`config.mk`:
```
export PLATFORM = sky130hd
export DESIGN_NAME = cmcfg_top
export DESIGN_NICKNAME = d
export VERILOG_FILES = /design/src/logic/cmcfg_pkg.sv /design/src/logic/cmcfg_top.sv
export SDC_FILE = /design/constraint.sdc
export NUM_CORES = 1
export LEC_CHECK = 0
export ABC_CLOCK_PERIOD_IN_PS = 2050
export BUFFER_PORTS_ARGS = -buffer_cell sky130_fd_sc_hd__buf_2
export CORE_MARGIN = 1.5
export CORE_UTILIZATION = 40
export CTS_CLUSTER_DIAMETER = 100
export DETAILED_ROUTE_END_ITERATION = 12
export GPL_TIMING_DRIVEN = 0
export RECOVER_POWER = 25
export SETUP_SLACK_MARGIN = 0.15
export SYNTH_ARGS = -nofsm -noshare
export SYNTH_HDL_FRONTEND = slang
export SYNTH_SLANG_ARGS = --single-unit
```
`constraint.sdc`:
```
create_clock -name i_clk_sys -period 2.05 [get_ports i_clk_sys]
set_clock_uncertainty 0.05 [all_clocks]
set_input_delay 0.205 -clock i_clk_sys [delete_from_list [all_inputs] [get_ports i_clk_sys]]
set_output_delay 0.205 -clock i_clk_sys [all_outputs]
set_load 0.02 [all_outputs]
```
`src/logic/cmcfg_pkg.sv`:
```
//======================================================================
// What this block does
// - silence, three escape chars, silence enters
// - guard-before default is 500 ms
// - guard-before is 16 bits of ms
// - escape char 0x20..0x7f, default plus sign
// - exit command returns to data mode
// - command timeout in 100 ms, default 0xc8
// - rx indicator pin: activity, high, low
// - flow pin: cts, rs485 low/high, high, low
// - cts tells host when to send
// - xon/xoff pause transfer when enabled and flow pin is cts
// - 16-bit destination; mismatched data not forwarded
// - channel range 0..6 hopping, 0..0x18 single
// - single channel code selects 300 kHz step
// - idle count expiry forces long initializer
// - initializer holdoff is 16 bits
// - force command prefixes next transmission
// - signal strength byte clamps 0x25..0x6a
package cmcfg_pkg;
   localparam int unsigned CLK_HZ = 250_000_000;
   localparam int unsigned MS_NS = 1_000_000;
   localparam int unsigned CLK_NS = 1_000_000_000 / CLK_HZ;
   localparam int unsigned TICK_MS_CYC = MS_NS / CLK_NS;
   localparam int unsigned TENTH_MS = 100;
   localparam logic [15:0] GUARD_BEFORE_RST = 16'h01f4;
   localparam logic [15:0] GUARD_AFTER_RST = 16'h01f4;
   localparam logic [7:0] ESC_RST = 8'h2b;
   localparam logic [7:0] ESC_MIN = 8'h20;
   localparam logic [7:0] ESC_MAX = 8'h7f;
   localparam logic [15:0] CMD_TMO_RST = 16'h00c8;
   localparam logic [15:0] CMD_TMO_MIN = 16'h0002;
   localparam logic [7:0] XON_CHAR = 8'h11;
   localparam logic [7:0] XOFF_CHAR = 8'h13;
   localparam logic [4:0] CHAN_HOP_MAX = 5'h06;
   localparam logic [4:0] CHAN_SGL_MAX = 5'h18;
   localparam logic [13:0] FREQ_BASE_100K = 14'h2391;
   localparam logic [13:0] FREQ_STEP_100K = 14'h0003;
   localparam logic [7:0] RSSI_MIN = 8'h25;
   localparam logic [7:0] RSSI_MAX = 8'h6a;
   localparam logic [1:0] ESC_COUNT = 2'h3;
   typedef enum logic [1:0] {CMCFG_RXI_ACT, CMCFG_RXI_HIGH,
      CMCFG_RXI_LOW} cmcfg_rxi_t;
   typedef enum logic [2:0] {CMCFG_FL_CTS, CMCFG_FL_485L, CMCFG_FL_HIGH,
      CMCFG_FL_485H, CMCFG_FL_LOW} cmcfg_flow_t;
endpackage : cmcfg_pkg

```
`src/logic/cmcfg_top.sv`:
```
`timescale 1ns/1ps
module cmcfg_top #(
   parameter int unsigned TICK_MS_CYC = cmcfg_pkg::TICK_MS_CYC
) (
   // clock and reset
   input wire logic i_clk_sys,
   input wire logic i_rst,
   // serial receive byte stream
   input wire logic i_rx_valid,
   input wire logic [7:0] i_rx_data,
   // commands decoded while in command mode
   input wire logic i_exit_command,
   input wire logic i_force_initializer,
   // configuration writes
   input wire logic i_cfg_we,
   input wire logic [15:0] i_guard_before_time,
   input wire logic [15:0] i_guard_after_time,
   input wire logic [7:0] i_escape_char_setting,
   input wire logic [15:0] i_command_timeout,
   input wire logic [1:0] i_rx_indicator_config,
   input wire logic [2:0] i_flow_config,
   input wire logic i_soft_flow_enable,
   input wire logic [15:0] i_dest_address,
   input wire logic i_single_freq_mode,
   input wire logic [4:0] i_channel_select,
   input wire logic [15:0] i_initializer_holdoff,
   // modem side status
   input wire logic i_rx_activity,
   input wire logic i_tx_active,
   input wire logic i_host_room,
   input wire logic i_rf_pkt_valid,
   input wire logic [15:0] i_rf_pkt_addr,
   input wire logic [4:0] i_rf_pkt_chan,
   input wire logic [7:0] i_rf_pkt_rssi,
   input wire logic i_rf_init_seen,
   input wire logic i_tx_start,
   // outputs
   output logic o_command_mode,
   output logic o_rx_data_valid,
   output logic [7:0] o_rx_data,
   output logic o_rx_indicator_pin,
   output logic o_flow_output_pin,
   output logic o_rf_forward,
   output logic [13:0] o_freq_100khz,
   output logic o_send_initializer,
   output logic [7:0] o_signal_strength_query,
   output logic [15:0] o_dest_address,
   output logic [4:0] o_channel_select
);
   //===================================================================
   // configuration
   logic [15:0] gb_q, ga_q, ct_q, ht_q, dst_q;
   logic [7:0] esc_q;
   logic [1:0] rxi_q;
   logic [2:0] flc_q;
   logic sfl_q, sgl_q;
   logic [4:0] ch_q;
   wire esc_ok = i_escape_char_setting >= cmcfg_pkg::ESC_MIN &&
      i_escape_char_setting <= cmcfg_pkg::ESC_MAX;
   wire ct_ok = i_command_timeout >= cmcfg_pkg::CMD_TMO_MIN;
   wire [4:0] ch_max = i_single_freq_mode ? cmcfg_pkg::CHAN_SGL_MAX :
      cmcfg_pkg::CHAN_HOP_MAX;
   wire ch_ok = i_channel_select <= ch_max;
   always_ff @(posedge i_clk_sys) begin
      if (i_rst) begin
         gb_q <= cmcfg_pkg::GUARD_BEFORE_RST;
         ga_q <= cmcfg_pkg::GUARD_AFTER_RST;
         esc_q <= cmcfg_pkg::ESC_RST;
         ct_q <= cmcfg_pkg::CMD_TMO_RST;
         rxi_q <= 2'h0;
         flc_q <= 3'h0;
         sfl_q <= 1'b0;
         dst_q <= 16'h0000;
         sgl_q <= 1'b0;
         ch_q <= 5'h00;
         ht_q <= 16'hffff;
      end else if (i_cfg_we) begin
         gb_q <= i_guard_before_time;
         ga_q <= i_guard_after_time;
         if (esc_ok) begin
            esc_q <= i_escape_char_setting;
         end
         if (ct_ok) begin
            ct_q <= i_command_timeout;
         end
         if (i_rx_indicator_config <= cmcfg_pkg::CMCFG_RXI_LOW) begin
            rxi_q <= i_rx_indicator_config;
         end
         if (i_flow_config <= cmcfg_pkg::CMCFG_FL_LOW) begin
            flc_q <= i_flow_config;
         end
         sfl_q <= i_soft_flow_enable;
         dst_q <= i_dest_address;
         sgl_q <= i_single_freq_mode;
         if (ch_ok) begin
            ch_q <= i_channel_select;
         end
         ht_q <= i_initializer_holdoff;
      end
   end
   //===================================================================
   // millisecond and 100 ms ticks
   logic [31:0] tick_cnt_q;
   logic [6:0] tenth_cnt_q;
   wire ms_tick = tick_cnt_q == TICK_MS_CYC - 1;
   wire tenth_tick = ms_tick &&
      tenth_cnt_q == 7'(cmcfg_pkg::TENTH_MS - 1);
   always_ff @(posedge i_clk_sys) begin
      if (i_rst) begin
         tick_cnt_q <= 32'h0;
         tenth_cnt_q <= 7'h0;
      end else begin
         tick_cnt_q <= ms_tick ? 32'h0 : tick_cnt_q + 32'h1;
         if (ms_tick) begin
            tenth_cnt_q <= tenth_tick ? 7'h0 : tenth_cnt_q + 7'h1;
         end
      end
   end
   //===================================================================
   // escape sequence recogniser
   typedef enum logic [2:0] {CMCFG_S_DATA, CMCFG_S_ARMED, CMCFG_S_ESC,
      CMCFG_S_AFTER, CMCFG_S_CMD} cmcfg_state_t;
   cmcfg_state_t st_q, st_d;
   logic [15:0] quiet_ms_q, cmd_idle_q;
   logic [1:0] esc_cnt_q;
   wire is_esc = i_rx_data == esc_q;
   wire gb_met = quiet_ms_q >= gb_q;
   wire ga_met = quiet_ms_q >= ga_q;
   wire ct_exp = cmd_idle_q >= ct_q;
   logic pass_byte;
   always_comb begin
      st_d = st_q;
      pass_byte = 1'b0;
      case (st_q)
         CMCFG_S_DATA, CMCFG_S_ARMED: begin
            if (i_rx_valid && is_esc && (st_q == CMCFG_S_ARMED || gb_met))
            begin
               st_d = CMCFG_S_ESC;
            end else if (i_rx_valid) begin
               st_d = CMCFG_S_DATA;
               pass_byte = 1'b1;
            end else if (gb_met) begin
               st_d = CMCFG_S_ARMED;
            end
         end
         CMCFG_S_ESC: begin
            if (i_rx_valid && !is_esc) begin
               st_d = CMCFG_S_DATA;
               pass_byte = 1'b1;
            end else if (i_rx_valid && esc_cnt_q == cmcfg_pkg::ESC_COUNT - 1)
            begin
               st_d = CMCFG_S_AFTER;
            end
         end
         CMCFG_S_AFTER: begin
            if (i_rx_valid) begin
               st_d = CMCFG_S_DATA;
               pass_byte = 1'b1;
            end else if (ga_met) begin
               st_d = CMCFG_S_CMD;
            end
         end
         CMCFG_S_CMD: begin
            if (i_exit_command) begin
               st_d = CMCFG_S_DATA;
            end else if (ct_exp && !i_rx_valid) begin
               st_d = CMCFG_S_DATA;
            end
         end
         default: st_d = CMCFG_S_DATA;
      endcase
   end
   always_ff @(posedge i_clk_sys) begin
      if (i_rst) begin
         st_q <= CMCFG_S_DATA;
         quiet_ms_q <= 16'h0;
         cmd_idle_q <= 16'h0;
         esc_cnt_q <= 2'h0;
      end else begin
         st_q <= st_d;
         if (i_rx_valid) begin
            quiet_ms_q <= 16'h0;
         end else if (ms_tick && quiet_ms_q != 16'hffff) begin
            quiet_ms_q <= quiet_ms_q + 16'h1;
         end
         if (i_rx_valid || st_q != CMCFG_S_CMD) begin
            cmd_idle_q <= 16'h0;
         end else if (tenth_tick && cmd_idle_q != 16'hffff) begin
            cmd_idle_q <= cmd_idle_q + 16'h1;
         end
         if (st_d != CMCFG_S_ESC) begin
            esc_cnt_q <= 2'h0;
         end else if (i_rx_valid) begin
            esc_cnt_q <= esc_cnt_q + 2'h1;
         end
      end
   end
   //===================================================================
   // flow control and pins
   logic xoff_q;
   wire cts_ok = i_host_room && !(sfl_q && xoff_q);
   logic flow_d, rxi_d;
   always_comb begin
      case (flc_q)
         cmcfg_pkg::CMCFG_FL_CTS: flow_d = !cts_ok;
         cmcfg_pkg::CMCFG_FL_485L: flow_d = !i_tx_active;
         cmcfg_pkg::CMCFG_FL_HIGH: flow_d = 1'b1;
         cmcfg_pkg::CMCFG_FL_485H: flow_d = i_tx_active;
         default: flow_d = 1'b0;
      endcase
      case (rxi_q)
         cmcfg_pkg::CMCFG_RXI_ACT: rxi_d = i_rx_activity;
         cmcfg_pkg::CMCFG_RXI_HIGH: rxi_d = 1'b1;
         default: rxi_d = 1'b0;
      endcase
   end
   //===================================================================
   // rf side: forwarding, initializer, strength
   logic [15:0] idle_tenth_q;
   logic force_q, synced_q;
   wire traffic = i_rx_valid || i_tx_start || i_rf_pkt_valid;
   // all ones holdoff means the idle count never requests the long initializer (a forced one is still sent)
   wire hold_exp = idle_tenth_q >= ht_q && ht_q != 16'hffff;
   wire [7:0] rssi_c = i_rf_pkt_rssi < cmcfg_pkg::RSSI_MIN ?
      cmcfg_pkg::RSSI_MIN : i_rf_pkt_rssi > cmcfg_pkg::RSSI_MAX ?
      cmcfg_pkg::RSSI_MAX : i_rf_pkt_rssi;
   wire fwd = i_rf_pkt_valid && synced_q && i_rf_pkt_addr == dst_q &&
      i_rf_pkt_chan == ch_q;
   always_ff @(posedge i_clk_sys) begin
      if (i_rst) begin
         xoff_q <= 1'b0;
         idle_tenth_q <= 16'h0;
         force_q <= 1'b0;
         synced_q <= 1'b0;
         o_command_mode <= 1'b0;
         o_rx_data_valid <= 1'b0;
         o_rx_data <= 8'h00;
         o_rx_indicator_pin <= 1'b0;
         o_flow_output_pin <= 1'b1;
         o_rf_forward <= 1'b0;
         o_freq_100khz <= cmcfg_pkg::FREQ_BASE_100K;
         o_send_initializer <= 1'b0;
         o_signal_strength_query <= cmcfg_pkg::RSSI_MIN;
         o_dest_address <= 16'h0;
         o_channel_select <= 5'h0;
      end else begin
         if (pass_byte && sfl_q && i_rx_data == cmcfg_pkg::XOFF_CHAR) begin
            xoff_q <= 1'b1;
         end else if (pass_byte && sfl_q &&
            i_rx_data == cmcfg_pkg::XON_CHAR) begin
            xoff_q <= 1'b0;
         end
         if (traffic) begin
            idle_tenth_q <= 16'h0;
         end else if (tenth_tick && idle_tenth_q != 16'hffff) begin
            idle_tenth_q <= idle_tenth_q + 16'h1;
         end
         if (i_force_initializer && st_q == CMCFG_S_CMD) begin
            force_q <= 1'b1;
         end else if (i_tx_start) begin
            force_q <= 1'b0;
         end
         if (i_rf_init_seen) begin
            synced_q <= 1'b1;
         end
         o_command_mode <= st_d == CMCFG_S_CMD;
         o_rx_data_valid <= pass_byte;
         o_rx_data <= i_rx_data;
         o_rx_indicator_pin <= rxi_d;
         o_flow_output_pin <= flow_d;
         o_rf_forward <= fwd;
         o_freq_100khz <= cmcfg_pkg::FREQ_BASE_100K +
            14'(ch_q) * cmcfg_pkg::FREQ_STEP_100K;
         if (i_tx_start) begin
            o_send_initializer <= force_q || hold_exp;
         end
         if (i_rf_pkt_valid) begin
            o_signal_strength_query <= rssi_c;
         end
         o_dest_address <= dst_q;
         o_channel_select <= ch_q;
      end
   end
   //===================================================================
   // checks
   exit_cmd_a: assert property (@(posedge i_clk_sys) disable iff (i_rst)
      st_q == CMCFG_S_CMD && i_exit_command |=> !o_command_mode)
      else $error("exit command did not leave command mode");
   enter_seq_a: assert property (@(posedge i_clk_sys) disable iff (i_rst)
      $rose(o_command_mode) |-> $past(st_q) == CMCFG_S_AFTER)
      else $error("command mode entered without escape sequence");
   stray_abort_a: assert property (@(posedge i_clk_sys) disable iff (i_rst)
      st_q == CMCFG_S_AFTER && i_rx_valid |=> st_q == CMCFG_S_DATA)
      else $error("stray character did not abort entry");
   cts_xoff_a: assert property (@(posedge i_clk_sys) disable iff (i_rst)
      flc_q == 3'h0 && sfl_q && xoff_q |=> o_flow_output_pin)
      else $error("xoff did not stop host");
   rxi_fix_a: assert property (@(posedge i_clk_sys) disable iff (i_rst)
      rxi_q == 2'h2 |=> !o_rx_indicator_pin)
      else $error("rx indicator not held low");
   flow_low_a: assert property (@(posedge i_clk_sys) disable iff (i_rst)
      flc_q == 3'h4 |=> !o_flow_output_pin)
      else $error("flow pin not held low");
   fwd_addr_a: assert property (@(posedge i_clk_sys) disable iff (i_rst)
      o_rf_forward |-> $past(i_rf_pkt_addr) == $past(dst_q))
      else $error("packet forwarded with wrong address");
   rssi_rng_a: assert property (@(posedge i_clk_sys) disable iff (i_rst)
      o_signal_strength_query >= cmcfg_pkg::RSSI_MIN &&
      o_signal_strength_query <= cmcfg_pkg::RSSI_MAX)
      else $error("signal strength out of range");
   force_init_a: assert property (@(posedge i_clk_sys) disable iff (i_rst)
      force_q && i_tx_start |=> o_send_initializer)
      else $error("forced initializer not sent");
   enter_c: cover property (@(posedge i_clk_sys) $rose(o_command_mode));
   tmo_c: cover property (@(posedge i_clk_sys)
      st_q == CMCFG_S_CMD && ct_exp ##1 !o_command_mode);
   init_c: cover property (@(posedge i_clk_sys) o_send_initializer);
   tmo_exit_a: assert property (@(posedge i_clk_sys) disable iff (i_rst)
      st_q == CMCFG_S_CMD && ct_exp && !i_rx_valid |=> !o_command_mode)
      else $error("command timeout did not leave command mode");
   sync_fwd_a: assert property (@(posedge i_clk_sys) disable iff (i_rst)
      o_rf_forward |-> $past(synced_q))
      else $error("packet forwarded before sync");
   flow_high_a: assert property (@(posedge i_clk_sys) disable iff (i_rst)
      flc_q == cmcfg_pkg::CMCFG_FL_HIGH |=> o_flow_output_pin)
      else $error("flow pin not held high");
   init_hold_a: assert property (@(posedge i_clk_sys) disable iff (i_rst)
      i_tx_start && hold_exp |=> o_send_initializer)
      else $error("expired holdoff did not request initializer");
   rssi_hold_a: assert property (@(posedge i_clk_sys) disable iff (i_rst)
      !$past(i_rf_pkt_valid) |-> $stable(o_signal_strength_query))
      else $error("signal strength changed without a packet");
   //===================================================================
   // further cover points
   abort_c: cover property (@(posedge i_clk_sys)
      st_q == CMCFG_S_ESC && i_rx_valid && !is_esc);
   fwd_c: cover property (@(posedge i_clk_sys) o_rf_forward);
endmodule : cmcfg_top

```
==> flow_summary.rst <==
.. list-table::
   :header-rows: 1

   * - Metric
     - Value
   * - Run status
     - finished with violations
   * - Failing checks
     - setup timing
   * - Leak
     - between 7 and 8 nW
   * - Top cells by count, synth
     - sky130_fd_sc_hd__dfxtp_1 (244), sky130_fd_sc_hd__nor2_1 (171), sky130_fd_sc_hd__nand2_1 (110)
   * - Share of power burned in the clock network
     - 0.427
   * - Arrival time at the worst endpoint
     - approximately 2.6 ns
   * - PD cells
     - 642 nW/um^2
   * - Remaining max-slew budget at the tightest pin
     - 0.430
   * - Post-synthesis cell area
     - 11800 sq um
   * - Combinational fraction of design power
     - 0.121
   * - Total length of routed wires
     - 36100 microns
   * - Required @ worst endpoint
     - 2.44 ns
   * - HPWL Detailed
     - 24500 microns
   * - Via density
     - 5.10
   * - Crit path max fanout
     - 2
   * - Top-count cell post-synth
     - sky130_fd_sc_hd__dfxtp_1
   * - Synth Instances
     - 1339
   * - Path category of the worst min-delay check
     - in -> reg
   * - Max-Cap Viols
     - 0
   * - Post-synth EDFFs
     - 0
   * - Fin. Hold Viols
     - 0
   * - Drc violations
     - 0
   * - Achievable frequency
     - 0.448 GHz
   * - Mean routed wirelength per cell
     - 16.7 microns
   * - Die Width
     - approximately 170 microns
   * - Flops & latches, synth
     - 244
   * - Iteration-0 DRC count of the detailed router
     - between 400 and 500
   * - H-tree level count
     - 1
   * - Initial core utilization
     - 0.408
   * - Final setup violation count
     - 9
   * - Count of TritonRoute iterations in the first routing pass
     - 4
   * - Wire length of the first global-routing pass
     - 55000 microns
   * - Core area
     - slightly below 30000 sq um
   * - Final Power
     - ~0.011 W
   * - Layout area overhead
     - 46.7%
   * - Relative contribution of sequential cells to total power
     - 0.452
   * - Crit Path Class
     - reg -> reg
   * - Unrepaired setup endpoints after global routing
     - true
   * - Initial antenna violation count
     - 3
   * - Fraction of final layout cells sized beyond drive strength 1
     - 0.274
   * - Actual slew at the worst max-slew pin
     - 0.856 ns
   * - Vias
     - 11046
   * - Die outline height
     - approximately 170 microns
   * - Net Switching
     - between 0.002 and 0.003 W
   * - Total die area
     - 30500 sq um
   * - Kind of start point of the critical path
     - register
   * - Post-synthesis sequential area ratio
     - 0.415
   * - Fraction of power spent switching nets
     - 0.254
   * - Warning count from the yosys run
     - 0
   * - Main area contributors after synthesis
     - sky130_fd_sc_hd__dfxtp_1 (41%), sky130_fd_sc_hd__ha_1 (8.8%), sky130_fd_sc_hd__xor2_1 (5.9%)
   * - Post-synth cell types
     - 66
   * - Async set or reset register ratio after synthesis
     - 0
   * - Number of buffers created by CTS
     - 28
   * - Share of the synthesized area in the top cell type
     - 0.415
   * - Std-Cell Rows
     - 62
   * - Most instantiated flip-flop cell in the synthesis netlist
     - sky130_fd_sc_hd__dfxtp_1
   * - Cell-internal power
     - about 0.0083 W
   * - Maximum number of pins on one net before global-route repair
     - 15
   * - Detail Route Antenna Nets
     - 0
   * - Final worst path period share
     - 1.09
   * - Root buf cell
     - sky130_fd_sc_hd__clkbuf_16
   * - Leading area contributor after synthesis
     - sky130_fd_sc_hd__dfxtp_1
   * - Gr ovfl total
     - 0
   * - Total clock sinks
     - roughly 240
   * - Maximum vdd ir drop
     - 0.486 mV
   * - Total global-route track usage
     - 0.224
   * - Weighted congestion reported at the end of routability-driven placement
     - 0.892
   * - Tmin final
     - between 2 and 2.5 ns
   * - CTS clk-pin slew, worst paths
     - roughly 0.060 ns
   * - Mean post-synth cell area
     - between 8 and 9 sq um
   * - CTS tree
     - built
   * - Boundary pin count
     - around 210
   * - Input/output buffers
     - 197
   * - Post-route setup slack
     - -0.181 ns
   * - Vias in the first global route
     - 11010
   * - Clk Latency, worst-skew pair
     - 0.56 ns
   * - Setup TNS after final layout
     - -0.811 ns
   * - Bufs on Longest Clock Path
     - 3
   * - Critical Path Sink Type
     - register
   * - Number of pins with negative max-slew slack in the final report
     - 0
   * - Nets@finish
     - approximately 2000
## timing repair
action / in CTS / in global routing
hold buffers: 129 / 0
setup buffers: 37 / 13
gates cloned: 3 / 4
hold endpoints to repair: 118 / 0
setup endpoints to repair: 97 / 105
resized for setup: 146 / 164
pin swaps: 46 / 65
## sequential cells by signal, indices dropped and copies added, names as in the netlist, 16 cells and up
register / cells
tick_cnt_q: 32
cmd_idle_q: 16
ct_q: 16
dst_q: 16
ga_q: 16
gb_q: 16
ht_q: 16
idle_tenth_q: 16
o_dest_address: 16
quiet_ms_q: 16
## kinds of logic after synthesis
kind of cell             Yosys count  share of synthesized area
AO/OA/AOI/OAI                    170                     0.0940
XOR/XNOR                         106                     0.0788
adder cells (fa/ha/maj)           84                     0.0899
buffers and inverters            142                     0.0482
flip-flops                       244                      0.415
multiplexers                      54                     0.0460
other                              2                   0.000638
AND/OR/NAND/NOR                  537                      0.228
## layout make-up
class                      count  area [sq um]
buffer                        57           343
clock buffer                  41           769
antenna                        3          7.51
clock inverter                10          88.8
sequential                   244          4960
fill                        2504         11600
tap                          384           480
inverter                      84           318
timing repair buffer         382          2820
multi-input combinational    959          7500
## critical path, cell delays in order, from the launching register on
cell,delay (ns)
sky130_fd_sc_hd__dfxtp_4,0.37
sky130_fd_sc_hd__inv_4,0.04
sky130_fd_sc_hd__ha_4,0.20
sky130_fd_sc_hd__nand2b_4,0.13
sky130_fd_sc_hd__a2111o_1,0.40
sky130_fd_sc_hd__a32oi_2,0.36
sky130_fd_sc_hd__nand3_1,0.15
sky130_fd_sc_hd__o31ai_2,0.11
sky130_fd_sc_hd__mux2_4,0.33
## power groups by stage
stage	clock network, W	registers, W	logic, W
floorplan	0	0.00515	0.000565
global placement	0	0.00511	0.00102
detailed placement	0	0.00512	0.00103
CTS	0.00482	0.00502	0.00127
global route	0.00502	0.00503	0.00146
finish	0.00474	0.00502	0.00134
## layout by cell type, fill, tap and decap left out, types with 23 or more instances in the layout
master                            n
sky130_fd_sc_hd__inv_1           76
sky130_fd_sc_hd__nor2_1         140
sky130_fd_sc_hd__mux2i_1         53
sky130_fd_sc_hd__a21oi_1         46
sky130_fd_sc_hd__buf_2          167
sky130_fd_sc_hd__nand2_1        103
sky130_fd_sc_hd__dfxtp_2         37
sky130_fd_sc_hd__dlygate4sd3_1  129
sky130_fd_sc_hd__ha_1            62
sky130_fd_sc_hd__xor2_1          78
sky130_fd_sc_hd__o211ai_1        31
sky130_fd_sc_hd__buf_4           40
sky130_fd_sc_hd__nor2b_1         33
sky130_fd_sc_hd__dfxtp_1        200
sky130_fd_sc_hd__nor2_4          23
sky130_fd_sc_hd__nand3_1         29
sky130_fd_sc_hd__nand4_1         51
sky130_fd_sc_hd__clkbuf_16       30
sky130_fd_sc_hd__clkbuf_1        77
## per-layer routing
layer / global-route usage / wire [microns]
met1: 0.281 / 15800
met2: 0.395 / 17700
met3: 0.0339 / 1650
met4: 0.0677 / 910
met5: 0 / 0
## path summary, 6_finish.rpt
kind                                           from                  to  slack, ns  depth (start not counted)
worst max register to register        quiet_ms_q[0]              xoff_q      -0.18                          8
worst min-delay path            i_force_initializer             force_q       0.01                          3
worst max-delay path                  quiet_ms_q[0]              xoff_q      -0.18                          8
worst min register to register             rxi_q[1]  o_rx_indicator_pin       0.39                          1
## metrics by stage
| step | std cells | util | cell area (sq um) | setup WS, ns | hold WS (ns) |
|---|---|---|---|---|---|
| after floorplan | 1344 | - | 11900 | -0.00380 | 0.235 |
| after global placement | 1925 | 0.463 | 13400 | -0.497 | 0.361 |
| after detailed placement | 1925 | 0.463 | 13400 | -0.498 | 0.368 |
| after CTS | 2144 | 0.570 | 16400 | -0.200 | 0.00463 |
| after global routing | 2164 | 0.599 | 17300 | -0.230 | 0.0295 |
| final | 2164 | 0.599 | 17300 | -0.181 | 0.0134 |
Power figures use the tool's default switching activity.
